### src/inc/temp_sensor_pkg.sv
// Constants shared by the temperature sensor serial slave.
// Assumes a 20 MHz system clock and an SMBus host that drives the clock.
package temp_sensor_pkg;
	// System clock rate and bus timeout
	localparam int CLK_HZ = 20_000_000;
	localparam int TIMEOUT_MS = 25;
	localparam int TIMEOUT_CYC = CLK_HZ / 1000 * TIMEOUT_MS;
	// Critical limit reset value, +127 degrees
	localparam logic [7:0] LIMIT_RESET = 8'h7f;
	// Command codes that select the register behind the pointer
	localparam logic [7:0] CMD_LOCAL_TEMP = 8'h00;
	localparam logic [7:0] CMD_REMOTE_TEMP = 8'h01;
	localparam logic [7:0] CMD_LOCAL_LIMIT = 8'h02;
	localparam logic [7:0] CMD_REMOTE_LIMIT = 8'h03;
	// Value returned for an unmapped command code
	localparam logic [7:0] UNMAPPED_READ = 8'h00;
	// Base slave address; the strap index 0..8 is added to it
	localparam logic [6:0] ADDR_BASE = 7'h18;
	// Tri-level strap codes as sensed by the pin front end
	localparam logic [1:0] STRAP_LOW = 2'h0;
	localparam logic [1:0] STRAP_HIGH = 2'h1;
	localparam logic [1:0] STRAP_OPEN = 2'h2;
	// Serial engine states
	typedef enum logic [2:0] {
		S_IDLE, S_ADDR, S_ACK, S_RX, S_TX, S_MACK
	} bus_state_e;
endpackage

### src/core/temp_sensor_slave.sv
// SMBus slave and over-temperature comparator of the remote diode sensor.
// Assumes temperature results arrive on the system clock with a load
// pulse; bus pins and straps are asynchronous and are synchronised here.
`timescale 1ns/1ns

// Overview of operation
// - Alarm when any temperature exceeds its limit
// - Host writes and reads back critical limits
// - Nine slave addresses from two tri-level straps
// - Limit resets to 127 degrees
// - Temperatures are eight-bit signed bytes
// - Temperatures readable anytime without trigger
// - SMBus slave with clock-low timeout release
// - Alarm pin is open-drain, pulled low
// - Data line open-drain, clock input only
// - Separate local and remote limits, both 127
module temp_sensor_slave #(
	parameter int TIMEOUT_CYCLES = temp_sensor_pkg::TIMEOUT_CYC
) (
	input wire logic clk_sys,
	input wire logic reset,
	input wire logic serial_clock_pin,
	input wire logic serial_data_line_in,
	output logic serial_data_line_out,
	output logic serial_data_line_oe_n,
	input wire logic [1:0] addr_select_lo_pin,
	input wire logic [1:0] addr_select_hi_pin,
	input wire logic [7:0] local_temp,
	input wire logic [7:0] remote_temp,
	input wire logic temp_load,
	output logic critical_alarm_out,
	output logic critical_alarm_oe_n
);
	typedef struct packed {
		logic scl_m, scl_s, scl_p;
		logic sda_m, sda_s, sda_p;
		logic [1:0] alo_m, alo_s, ahi_m, ahi_s;
		temp_sensor_pkg::bus_state_e st;
		logic [2:0] cnt;
		logic full;
		logic [7:0] sh;
		logic rw;
		logic got_cmd;
		logic [7:0] cmd;
		logic ack_ok;
		logic [19:0] timer;
		logic [7:0] loc_temp, rem_temp;
		logic [7:0] crit_local, crit_remote;
		logic sda_oe_n, sda_o;
		logic alarm_oe_n, alarm_o;
	} state_s;

	state_s st_q, st_d;
	logic rise, fall, start, stop;
	logic [6:0] my_addr;
	logic [7:0] rd_byte;
	logic over_l, over_r;

	// Signed compare of a reading against its limit
	function automatic logic over_limit(input logic [7:0] t,
		input logic [7:0] lim);
		over_limit = $signed(t) > $signed(lim);
	endfunction

	// Map one tri-level strap to 0, 1 or 2
	function automatic logic [3:0] strap_val(input logic [1:0] s);
		unique case (s)
			temp_sensor_pkg::STRAP_LOW: strap_val = 4'h0;
			temp_sensor_pkg::STRAP_HIGH: strap_val = 4'h1;
			default: strap_val = 4'h2;
		endcase
	endfunction

	// Bus events from the synchronised pins
	assign rise = st_q.scl_s & ~st_q.scl_p;
	assign fall = ~st_q.scl_s & st_q.scl_p;
	assign start = st_q.scl_s & st_q.scl_p & st_q.sda_p & ~st_q.sda_s;
	assign stop = st_q.scl_s & st_q.scl_p & ~st_q.sda_p & st_q.sda_s;
	// Slave address from the two straps
	assign my_addr = temp_sensor_pkg::ADDR_BASE + 7'(strap_val(st_q.ahi_s)
		* 4'h3 + strap_val(st_q.alo_s));
	assign over_l = over_limit(st_q.loc_temp, st_q.crit_local);
	assign over_r = over_limit(st_q.rem_temp, st_q.crit_remote);

	// Byte returned for the selected register
	always_comb begin
		unique case (st_q.cmd)
			temp_sensor_pkg::CMD_LOCAL_TEMP: rd_byte = st_q.loc_temp;
			temp_sensor_pkg::CMD_REMOTE_TEMP: rd_byte = st_q.rem_temp;
			temp_sensor_pkg::CMD_LOCAL_LIMIT: rd_byte = st_q.crit_local;
			temp_sensor_pkg::CMD_REMOTE_LIMIT: rd_byte = st_q.crit_remote;
			default: rd_byte = temp_sensor_pkg::UNMAPPED_READ;
		endcase
	end

	// Next state of synchronisers, serial engine, limits and alarm
	always_comb begin
		st_d = st_q;
		st_d.scl_m = serial_clock_pin;
		st_d.scl_s = st_q.scl_m;
		st_d.scl_p = st_q.scl_s;
		st_d.sda_m = serial_data_line_in;
		st_d.sda_s = st_q.sda_m;
		st_d.sda_p = st_q.sda_s;
		st_d.alo_m = addr_select_lo_pin;
		st_d.alo_s = st_q.alo_m;
		st_d.ahi_m = addr_select_hi_pin;
		st_d.ahi_s = st_q.ahi_m;
		st_d.sda_o = 1'b0;
		st_d.alarm_o = 1'b0;
		// Results are taken whole, eight-bit two's complement
		if (temp_load) begin
			st_d.loc_temp = local_temp;
			st_d.rem_temp = remote_temp;
		end
		// Level alarm, no latching; pin only ever pulled low
		st_d.alarm_oe_n = ~(over_l | over_r);
		// Clock-low watchdog while a transfer is open
		if (st_q.st == temp_sensor_pkg::S_IDLE || st_q.scl_s)
			st_d.timer = 20'h00000;
		else
			st_d.timer = st_q.timer + 20'h00001;
		if (start) begin
			st_d.st = temp_sensor_pkg::S_ADDR;
			st_d.cnt = 3'h0;
			st_d.full = 1'b0;
			st_d.got_cmd = 1'b0;
			st_d.sda_oe_n = 1'b1;
		end else if (stop) begin
			st_d.st = temp_sensor_pkg::S_IDLE;
			st_d.sda_oe_n = 1'b1;
		end else if (st_q.st != temp_sensor_pkg::S_IDLE &&
			st_q.timer >= 20'(TIMEOUT_CYCLES - 1)) begin
			st_d.st = temp_sensor_pkg::S_IDLE;
			st_d.sda_oe_n = 1'b1;
		end else if (rise) begin
			unique case (st_q.st)
				temp_sensor_pkg::S_ADDR, temp_sensor_pkg::S_RX: begin
					st_d.sh = {st_q.sh[6:0], st_q.sda_s};
					st_d.cnt = st_q.cnt + 3'h1;
					st_d.full = (st_q.cnt == 3'h7);
				end
				temp_sensor_pkg::S_TX: begin
					st_d.cnt = st_q.cnt + 3'h1;
					st_d.full = (st_q.cnt == 3'h7);
				end
				temp_sensor_pkg::S_MACK: st_d.ack_ok = ~st_q.sda_s;
				default: ;
			endcase
		end else if (fall) begin
			unique case (st_q.st)
				temp_sensor_pkg::S_ADDR: if (st_q.full) begin
					st_d.full = 1'b0;
					if (st_q.sh[7:1] == my_addr) begin
						st_d.st = temp_sensor_pkg::S_ACK;
						st_d.rw = st_q.sh[0];
						st_d.sda_oe_n = 1'b0;
					end else begin
						st_d.st = temp_sensor_pkg::S_IDLE;
					end
				end
				temp_sensor_pkg::S_RX: if (st_q.full) begin
					st_d.full = 1'b0;
					st_d.st = temp_sensor_pkg::S_ACK;
					st_d.sda_oe_n = 1'b0;
					if (!st_q.got_cmd) begin
						st_d.cmd = st_q.sh;
						st_d.got_cmd = 1'b1;
					end else if (st_q.cmd == temp_sensor_pkg::CMD_LOCAL_LIMIT) begin
						st_d.crit_local = st_q.sh;
					end else if (st_q.cmd == temp_sensor_pkg::CMD_REMOTE_LIMIT) begin
						st_d.crit_remote = st_q.sh;
					end
				end
				temp_sensor_pkg::S_ACK: begin
					st_d.cnt = 3'h0;
					if (st_q.rw) begin
						st_d.st = temp_sensor_pkg::S_TX;
						st_d.sh = rd_byte;
						st_d.sda_oe_n = rd_byte[7];
					end else begin
						st_d.st = temp_sensor_pkg::S_RX;
						st_d.sda_oe_n = 1'b1;
					end
				end
				temp_sensor_pkg::S_TX: begin
					if (st_q.full) begin
						st_d.full = 1'b0;
						st_d.st = temp_sensor_pkg::S_MACK;
						st_d.sda_oe_n = 1'b1;
					end else begin
						st_d.sh = {st_q.sh[6:0], 1'b0};
						st_d.sda_oe_n = st_q.sh[6];
					end
				end
				temp_sensor_pkg::S_MACK: begin
					st_d.cnt = 3'h0;
					if (st_q.ack_ok) begin
						st_d.st = temp_sensor_pkg::S_TX;
						st_d.sh = rd_byte;
						st_d.sda_oe_n = rd_byte[7];
					end else begin
						st_d.st = temp_sensor_pkg::S_IDLE;
					end
				end
				default: ;
			endcase
		end
	end

	// State register; limits come up at +127
	always_ff @(posedge clk_sys or posedge reset) begin
		if (reset) begin
			st_q <= '0;
			st_q.scl_m <= 1'b1;
			st_q.scl_s <= 1'b1;
			st_q.scl_p <= 1'b1;
			st_q.sda_m <= 1'b1;
			st_q.sda_s <= 1'b1;
			st_q.sda_p <= 1'b1;
			st_q.st <= temp_sensor_pkg::S_IDLE;
			st_q.crit_local <= temp_sensor_pkg::LIMIT_RESET;
			st_q.crit_remote <= temp_sensor_pkg::LIMIT_RESET;
			st_q.sda_oe_n <= 1'b1;
			st_q.alarm_oe_n <= 1'b1;
		end else begin
			st_q <= st_d;
		end
	end

	// Pin drivers straight from flops
	assign serial_data_line_out = st_q.sda_o;
	assign serial_data_line_oe_n = st_q.sda_oe_n;
	assign critical_alarm_out = st_q.alarm_o;
	assign critical_alarm_oe_n = st_q.alarm_oe_n;

	a_alarm_raise: assert property (@(posedge clk_sys) disable iff (reset)
		(over_l || over_r) |=> !critical_alarm_oe_n)
		else $error("alarm not raised above limit");
	a_alarm_clear: assert property (@(posedge clk_sys) disable iff (reset)
		(!over_l && !over_r) |=> critical_alarm_oe_n)
		else $error("alarm held at or below limit");
	a_limit_default: assert property (@(posedge clk_sys) disable iff (reset)
		$past(reset) |->
		(st_q.crit_local == temp_sensor_pkg::LIMIT_RESET &&
		st_q.crit_remote == temp_sensor_pkg::LIMIT_RESET))
		else $error("limits not at default after reset");
	a_idle_release: assert property (@(posedge clk_sys) disable iff (reset)
		st_q.st == temp_sensor_pkg::S_IDLE |-> serial_data_line_oe_n &&
		!serial_data_line_out)
		else $error("data line driven while idle");
	a_timeout_release: assert property (@(posedge clk_sys)
		disable iff (reset)
		(st_q.st != temp_sensor_pkg::S_IDLE && !start && !stop &&
		st_q.timer >= 20'(TIMEOUT_CYCLES - 1)) |=>
		st_q.st == temp_sensor_pkg::S_IDLE && serial_data_line_oe_n)
		else $error("bus not released on timeout");
	a_addr_miss: assert property (@(posedge clk_sys) disable iff (reset)
		(fall && !start && !stop && st_q.timer < 20'(TIMEOUT_CYCLES - 1) &&
		st_q.st == temp_sensor_pkg::S_ADDR && st_q.full) |=>
		(st_q.st == temp_sensor_pkg::S_ACK) ==
		($past(st_q.sh[7:1]) == $past(my_addr)))
		else $error("address acknowledge mismatch");
	a_limit_write: assert property (@(posedge clk_sys) disable iff (reset)
		(fall && !start && !stop && st_q.timer < 20'(TIMEOUT_CYCLES - 1) &&
		st_q.st == temp_sensor_pkg::S_RX && st_q.full && st_q.got_cmd &&
		st_q.cmd == temp_sensor_pkg::CMD_REMOTE_LIMIT) |=>
		st_q.crit_remote == $past(st_q.sh))
		else $error("remote limit not written");
	a_cmd_capture: assert property (@(posedge clk_sys) disable iff (reset)
		(fall && !start && !stop && st_q.timer < 20'(TIMEOUT_CYCLES - 1) &&
		st_q.st == temp_sensor_pkg::S_RX && st_q.full && !st_q.got_cmd) |=>
		st_q.got_cmd && st_q.cmd == $past(st_q.sh) &&
		!serial_data_line_oe_n)
		else $error("command byte not captured");
	a_temp_load: assert property (@(posedge clk_sys) disable iff (reset)
		temp_load |=> st_q.rem_temp == $past(remote_temp) &&
		st_q.loc_temp == $past(local_temp))
		else $error("temperature byte altered");
	a_ack_drive: assert property (@(posedge clk_sys) disable iff (reset)
		st_q.st == temp_sensor_pkg::S_ACK |-> !serial_data_line_oe_n)
		else $error("acknowledge not driven");
endmodule

### config.mk
export PLATFORM = sky130hd
export DESIGN_NAME = temp_sensor_slave
export DESIGN_NICKNAME = d
export VERILOG_FILES = /design/src/inc/temp_sensor_pkg.sv /design/src/core/temp_sensor_slave.sv
export SDC_FILE = /design/constraint.sdc
export NUM_CORES = 1
export LEC_CHECK = 0
export BUFFER_PORTS_ARGS = -buffer_cell sky130_fd_sc_hd__buf_4
export CORE_ASPECT_RATIO = 1.25
export CORE_MARGIN = 5
export CORE_UTILIZATION = 60
export DETAILED_ROUTE_END_ITERATION = 10
export PLACE_DENSITY_LB_ADDON = 0.2
export SKIP_CTS_REPAIR_TIMING = 1
export SLEW_MARGIN = 20
export SYNTH_ARGS = -nofsm -noshare
export SYNTH_HDL_FRONTEND = slang
export SYNTH_SLANG_ARGS = --single-unit
### constraint.sdc
create_clock -name clk_sys -period 4.7 [get_ports clk_sys]
set_input_delay 0.47 -clock clk_sys [delete_from_list [all_inputs] [get_ports clk_sys]]
set_output_delay 0.47 -clock clk_sys [all_outputs]
set_load 0.02 [all_outputs]
==> metrics.yaml, run 1 <==
final_util: 0.663
crit_top_cell: "ha_1"
crit_end: "serial_data_line_oe_n$_DFFE_PP1P_"
diodes: 0
peakVddDrop_uv: 203
grt_pass1_wl_um: 16800
viasPerCell: 5.94
finClkSkew_ns: 0.0104
startpoint_type: "flop"
finalHoldViolations: 0
finalMaxSlewViolations: 0
r2r_cells: 10
cp_max_fo: 3
cp_num_buf_inv: 1
power_uw: 1650
slew_headroom: 0.404
r2r_slack_ns: 1.75
p_leak_uw: 0.00233
syn_inst: 445
io_pins: 29
status: "complete, no violations"
tightest_slew_ns: 0.893
start_util: 0.609
overflow: 0
p_sw_frac: 0.265
cp-end-kind: "flop"
cp_top_family: "simple AND/OR/NAND/NOR gates"
setup_tns_ns: 0
clk_pin_slew_worst_paths_ns: 0.09
crit_required_ns: 5.00
drc_errors: 0
wire_per_inst_um: 17.3
numPortBuffers: 26
regToRegStartpoint: "st_q[83]$_DFF_PP0_"
p_per_area_mw_per_mm2: 303
setup_viol: 0
power_frac_clock: 0.333
vias: 3366
gp_congestion: 0.898
clock_path_buffers: 2
synth-seq-cells: 94
die_h_um: 112
cap_violations: 0
area.growth.synth_to_final_pct: 8.82
crit_chain: "or2_2 -> ha_1 -> ha_1 -> inv_1 -> fa_1 -> nor4b_1 -> o211ai_1 -> nor3_1 -> a41oi_1 -> a211o_1"
numCtsBuffers: 9
cp_slowest_stage_delay_ns: 0.42
grt_pass1_vias: 3534
rows: 37
finalWirelength_um: 9820
ys.flop_type: "dfrtp_1"
final_layout_size_suffix_gt1_frac: 0.270
period_minus_slack_ns: 2.95
yosys_warnings: 0
grt_usage: 0.208
hold_class: "input pin to flop"
p_comb_frac: 0.116
antenna_found_initial: 0
grt_max_degree: 55
p_sw_uw: 437
worstHoldStart: "serial_data_line_in"
path_depth: 10
grt_setup_unrepaired: "false"
nets: 517
die-width_um: 91.6
power_frac_seq: 0.551
worstPathArrival_ns: 3.25
ys_seq_area_frac: 0.477
worst_hold_slack_ns: 0.198
dp_cells: 551
synth-edff-count: 0
core_mm2: 0.00819
dr.pass1.iters: 4
initialDrtViolationCount: 168
cts.sinks: 94
finalNonFillerCells: 567
fmax_mhz: 340
cts-root-buf: "clkbuf_8"
crit_slowest_cell: "nor3_1"
syn_area_mm2: 0.00499
critPathLaunch: "st_q[83]$_DFF_PP0_"
postRouteAntennaNets: 0
htree_num_levels: 3
cts_tree: "done"
internal_power_uw: 1210
async_flop_share: 1.00
dieArea_mm2: 0.0103
clock_latency_ns: 0.37
dpl.hpwl_um: 7040
synth_cell_types: 62
r2r-end: "serial_data_line_oe_n$_DFFE_PP1P_"
critPathKind: "flop to flop"
period_share: 0.627
syn_avg_cell_area_um2: 11.2
[state kept, by name, summed over array words and instances (netlist names)]
name	flops
st_q	84
serial_data_line_oe_n	1
st_d	8
critical_alarm_oe_n	1
[synth_stat cells (5+ instances only)]
library cell  instances  area share
ha_1                 26       0.065
xor2_1               14       0.025
nor2b_1               9       0.011
mux2_2               38       0.086
mux2i_1               6       0.012
inv_1                27       0.020
o21ai_0              15       0.015
xnor2_1               5      0.0088
mux4_2                8       0.036
mux2_4                7       0.021
dfstp_2              22        0.12
nor2_1               45       0.034
nand3_1              13       0.013
a22oi_1               7       0.011
clkbuf_1             13      0.0098
nand2_1              17       0.013
nand4_1              11       0.014
nor3_1               11       0.011
a21oi_1              12       0.012
dfrtp_1              72        0.36
[worst min path at each step]
stage	end	slack, ns	cells after the start
final	st_d[91]$_DFF_PP1_	0.20	1
after floorplan	st_q[82]$_DFF_PP0_	0.33	0
after global routing	st_d[91]$_DFF_PP1_	0.17	1
after CTS	st_d[91]$_DFF_PP1_	0.18	1
after global placement	st_q[86]$_DFF_PP0_	0.34	0
after detailed placement	st_q[82]$_DFF_PP0_	0.33	0
[metrics by stage]
stage                     area (um^2)  setup WS (ns)
after global routing             5430           1.66
final                            5430           1.75
after CTS                        5430           1.77
after detailed placement         5230           1.81
after floorplan                  4990           1.82
after global placement           5230           1.87
[cells in the final DEF, fill, tap and decap left out, types with 13 or more instances in the layout]
master / netlist / final
xor2_1: 14 / 14
nand2_1: 17 / 17
inv_1: 27 / 26
o21ai_0: 15 / 15
nor2_1: 45 / 45
nand3_1: 13 / 13
dfstp_2: 22 / 22
buf_4: 2 / 27
dfrtp_1: 72 / 72
mux2_2: 38 / 38
ha_1: 26 / 26
[power groups by stage]
stage	clock network [uW]	registers (uW)	logic, uW
2_1_floorplan	0	903	146
3_3_place_gp	0	923	188
3_5_place_dp	0	923	193
4_1_cts	563	908	194
5_1_grt	598	916	216
6_report	548	908	191
[worst reg2reg max path, delay by kind of cell (launching register included)]
family	cells	cell delay (ns)
AOI/OAI and AO/OA	3	0.66
DFF	1	0.40
buffers and inverters	1	0.05
and+or+nand+nor	3	0.98
adders and majority gates	3	0.79
[cell families after synthesis]
group | synth area share
AND/OR/NAND/NOR | 0.144
flip-flops | 0.477
adder cells (fa/ha/maj) | 0.0692
XOR/XNOR | 0.0333
AO/OA/AOI/OAI | 0.0832
multiplexers | 0.155
other | 0.000751
buffers and inverters | 0.0381
[area by class of cell]
| class | instances | area, um^2 |
|---|---|---|
| fillers | 630 | 2760 |
| multi-input cells | 306 | 2420 |
| flip-flops and latches | 94 | 2380 |
| repair buffers | 27 | 203 |
| clock buffers | 11 | 141 |
| well taps | 97 | 121 |
| inverters | 27 | 103 |
| clock inverters | 5 | 58.8 |
[per-layer routing]
layer  GRT usage  part of all wire  wire, um
met5           0                 0         0
met2       0.348              0.52      5060
met4       0.107             0.026       260
met1       0.252              0.42      4120
met3      0.0446             0.039       384
(Power assumes the default switching activity.)
==> run 2, diff against run 1 <==
Settings changed: CORE_UTILIZATION 60 to 55.
Clock period 4.7 ns to 2.7 ns, I/O delays scaled along.
==> run 2 against run 1 <==
Effect of this change: the run now ends with hold timing, setup timing left; design area rose by 4.8%; count of clock-buffer cells in the layout rose by 2; sequential cell count is the same; fmax grew 8.0%; worst setup slack got worse by 1.8 ns; global-route usage down 0.24 points; first-iteration DRC count grew 3.0%; register-to-register slack got worse by 1.8 ns.
==> metrics.yaml, run 2 (synthesis gave the netlist of run 1 again) <==
grt_usage: 0.206
numCtsBuffers: 9
p_leak_uw: 0.00244
peakVddDrop_uv: 355
worst_hold_slack_ns: -0.0409
crit_required_ns: 2.95
grt_max_degree: 60
fmax_mhz: 367
dr.pass1.iters: 4
clock_latency_ns: 0.37
violations: "hold timing, setup timing"
wire_per_inst_um: 16.7
vias: 3442
post-place-ws_ns: -0.0614
cts.sinks: 94
area.growth.synth_to_final_pct: 14.1
overflow: 0
layout_commonest_cell: "dfrtp_1"
dieArea_mm2: 0.0111
postPlaceCellArea_mm2: 0.00538
largest_register_ffs: 84
antenna_found_initial: 0
grt_pass1_wl_um: 17500
worst_slack_ns: -0.0270
finalWirelength_um: 10100
cts_tree: "done"
setup_viol: 1
nets: 533
final_layout_size_suffix_gt1_frac: 0.300
rows: 38
p_per_area_mw_per_mm2: 523
status: "finished, violations left"
grt_setup_unrepaired: "true"
finalHoldViolations: 31
diodes: 0
crit_chain: "or2_4 -> ha_4 -> ha_4 -> inv_2 -> fa_2 -> xor2_1 -> o211ai_1 -> nor3_1 -> buf_4 -> nand4_1 -> mux2_4"
hold_class: "input pin to async pin"
fin_area_mm2: 0.00569
finClkSkew_ns: 0.00714
finalMaxSlewViolations: 0
initialDrtViolationCount: 173
largest-register: "st_q"
crit_slowest_cell: "fa_2"
cap_violations: 0
worstPathArrival_ns: 2.98
numPortBuffers: 26
io_pins: 29
die-width_um: 95.2
htree_num_levels: 3
grt_pass1_vias: 3617
tightest_slew_ns: 0.627
cp_max_fo: 3
clock_path_buffers: 2
cp_slowest_stage_delay_ns: 0.53
start_util: 0.567
critPathKind: "flop to flop"
startpoint_type: "flop"
slew_headroom: 0.581
r2r_slack_ns: -0.03
final_cell_mix: "dfrtp_1 (72), nor2_1 (44), buf_4 (37)"
cts-root-buf: "clkbuf_8"
postRouteAntennaNets: 0
gp_congestion: 0.917
cp-end-kind: "flop"
clk_pin_slew_worst_paths_ns: 0.09
dpl.hpwl_um: 7320
die_h_um: 117
viasPerCell: 5.68
crit_top_cell: "ha_4"
core_mm2: 0.00880
drc_errors: 0
period_share: 1.01
period_minus_slack_ns: 2.73
final_util: 0.647
[run 2: changes by cell type in the layout (fill, tap and decap cells not counted), sizes merged]
cell / change
buf: +12
clkinv: -1
clkinvlp: -2
dlygate4sd3: +4
clkbuf: +2
bufinv: +1
[run 2: final timing paths]
path	from	end	cells past startpoint
min in group clk_sys	addr_select_hi_pin[0]	st_d[82]$_DFF_PP0_	1
setup reg to reg	st_q[82]$_DFF_PP0_	st_q[66]$_DFFE_PP0P_	11
max in group asynchronous	reset	st_q[90]$_DFF_PP1_	3
setup / recovery	st_q[82]$_DFF_PP0_	st_q[66]$_DFFE_PP0P_	11
hold reg to reg	st_d[86]$_DFF_PP0_	st_q[86]$_DFF_PP0_	0
hold / removal	reset	st_d[83]$_DFF_PP0_	2
[run 2: cell type report]
class	count	area [um^2]
clock inverters	3	68.8
well taps	120	150
fillers	671	3100
multi-input cells	306	2490
repair buffers	43	358
clock buffers	13	149
flip-flops and latches	94	2380
inverters	27	103
[run 2: routing by layer]
metal	wire length, um	vias up	global-route usage
met5	0	-	0
met4	228	0	0.0934
met3	279	16	0.0284
met1	4360	1718	0.256
met2	5270	52	0.355
li1	-	1656	-
[run 2: critical path, delay by kind of cell, from the launching register on]
family / cells / cell delay [ns]
and+or+nand+nor: 3 / 0.55
AOI/OAI and AO/OA: 1 / 0.10
adders and majority gates: 3 / 0.92
buffers and inverters: 2 / 0.19
muxes: 1 / 0.32
xor gates and xnor gates: 1 / 0.15
DFF: 1 / 0.38
[run 2: metrics by stage]
step	std cells	total power, uW	setup TNS (ns)
floorplan	446	1830	0
global placement	586	1940	0
detailed placement	586	1960	-0.0614
CTS	602	2990	-0.259
global route	606	3110	-0.267
finish	606	2980	-0.0270
[run 2: power by group]
| part | switching (uW) | internal (uW) |
|---|---|---|
| Clock | 481 | 550 |
| Combinational | 184 | 185 |
| Sequential | 90.8 | 1490 |
| Total | 755 | 2220 |
==> run 3, diff against run 2 <==
Settings changed: BUFFER_PORTS_ARGS -buffer_cell sky130_fd_sc_hd__buf_4 to -buffer_cell sky130_fd_sc_hd__buf_2.
==> run 3 against run 2 <==
Effect of this change: the flow finishes with violations (setup timing); critical path depth unchanged; clock skew increased by 0.0030 ns; register-to-register slack got worse by 0.02 ns; design area decreased by 1.8%; via count decreased by 0.44%; power decreased by 1.8%; worst hold slack improved by 0.053 ns; wire length decreased by 3.6%; clock power about the same.
==> metrics.yaml, run 3 (synthesis gave the netlist of run 1 again) <==
nets: 529
start_util: 0.567
cap_violations: 0
tightest_slew_ns: 0.578
finClkSkew_ns: 0.0102
wire_per_inst_um: 16.2
grt_pass1_vias: 3572
final_util: 0.636
peakVddDrop_uv: 344
hold_class: "input pin to async pin"
critPathKind: "flop to flop"
drc_errors: 0
finalWirelength_um: 9780
gp_congestion: 0.903
cp-end-kind: "flop"
antenna_found_initial: 0
post-place-ws_ns: -0.0786
grt_pass1_wl_um: 17000
period_share: 1.02
dr.pass1.iters: 5
cp_max_fo: 3
final_layout_size_suffix_gt1_frac: 0.299
clock_path_buffers: 2
initialDrtViolationCount: 155
worst_slack_ns: -0.0442
die-width_um: 95.2
grt_setup_unrepaired: "true"
io_pins: 29
crit_chain: "or2_4 -> ha_4 -> ha_4 -> inv_2 -> fa_2 -> xor2_1 -> o211ai_1 -> nor3_1 -> buf_4 -> nand4_1 -> mux2_4"
htree_num_levels: 3
setup_tns_ns: -0.0442
clock_latency_ns: 0.36
dpl.hpwl_um: 7050
grt_max_degree: 95
layout_commonest_cell: "dfrtp_1"
fmax_mhz: 364
finalHoldViolations: 0
overflow: 0
crit_slowest_cell: "fa_2"
status: "finished, violations left"
startpoint_type: "flop"
dieArea_mm2: 0.0111
cts_tree: "done"
die_h_um: 117
area.growth.synth_to_final_pct: 12.1
cts-root-buf: "clkbuf_8"
p_per_area_mw_per_mm2: 523
cts.sinks: 94
worstPathArrival_ns: 2.99
setup_viol: 1
largest_register_ffs: 84
diodes: 0
crit_required_ns: 2.95
clk_pin_slew_worst_paths_ns: 0.09
dp_cells: 584
core_mm2: 0.00880
period_minus_slack_ns: 2.74
power_uw: 2930
largest-register: "st_q"
viasPerCell: 5.69
rows: 38
crit_top_cell: "ha_4"
postRouteAntennaNets: 0
cp_slowest_stage_delay_ns: 0.53
numPortBuffers: 26
vias: 3427
violations: "setup timing"
slew_headroom: 0.615
finalMaxSlewViolations: 0
p_leak_uw: 0.00239
final_cell_mix: "dfrtp_1 (72), nor2_1 (44), mux2_2 (36)"
finalNonFillerCells: 602
grt_usage: 0.196
numCtsBuffers: 9
## run 3: power by group
part	internal, uW	switching [uW]
combinational	171	179
clock	522	476
sequential	1490	89.8
## run 3: final timing paths
kind | startpoint | endpoint | slack (ns) | cells after the start
setup / recovery | st_q[82]$_DFF_PP0_ | st_q[66]$_DFFE_PP0P_ | -0.04 | 11
hold / removal | reset | st_q[47]$_DFF_PP0_ | 0.01 | 3
setup reg to reg | st_q[82]$_DFF_PP0_ | st_q[66]$_DFFE_PP0P_ | -0.04 | 11
hold reg to reg | st_d[87]$_DFF_PP0_ | st_q[87]$_DFF_PP0_ | 0.36 | 0
max in group asynchronous | reset | serial_data_line_oe_n$_DFFE_PP1P_ | 2.31 | 3
min in group clk_sys | addr_select_hi_pin[0] | st_d[82]$_DFF_PP0_ | 0.02 | 1
## run 3: per-layer routing
| metal | GRT usage | wire [um] | up-vias |
|---|---|---|---|
| met5 | 0 | 0 | - |
| met4 | 0.0731 | 146 | 0 |
| met3 | 0.0348 | 319 | 11 |
| met2 | 0.326 | 4990 | 60 |
| met1 | 0.258 | 4320 | 1707 |
| li1 | - | - | 1649 |
## run 3: final cells by class
type | count | area (um^2)
sequential | 94 | 2380
timing repair buffer | 39 | 270
clock buffer | 12 | 135
inverter | 27 | 103
multi-input combinational | 306 | 2480
tap | 120 | 150
fill | 720 | 3200
clock inverter | 4 | 72.6
## run 3: worst max-delay path: cells and delay by family (launching register included)
kind	cells	cell delay (ns)
DFF	1	0.38
adders and majority gates	3	0.91
xor gates and xnor gates	1	0.15
and+or+nand+nor	3	0.57
muxes	1	0.33
buffers and inverters	2	0.19
AOI/OAI and AO/OA	1	0.11
## run 3: stage by stage
step / instance area (um^2) / hold WS, ns
after floorplan: 4990 / 0.274
after detailed placement: 5310 / 0.335
after CTS: 5520 / -0.0133
after global routing: 5590 / 0.00162
final: 5590 / 0.0124
after global placement: 5310 / 0.338
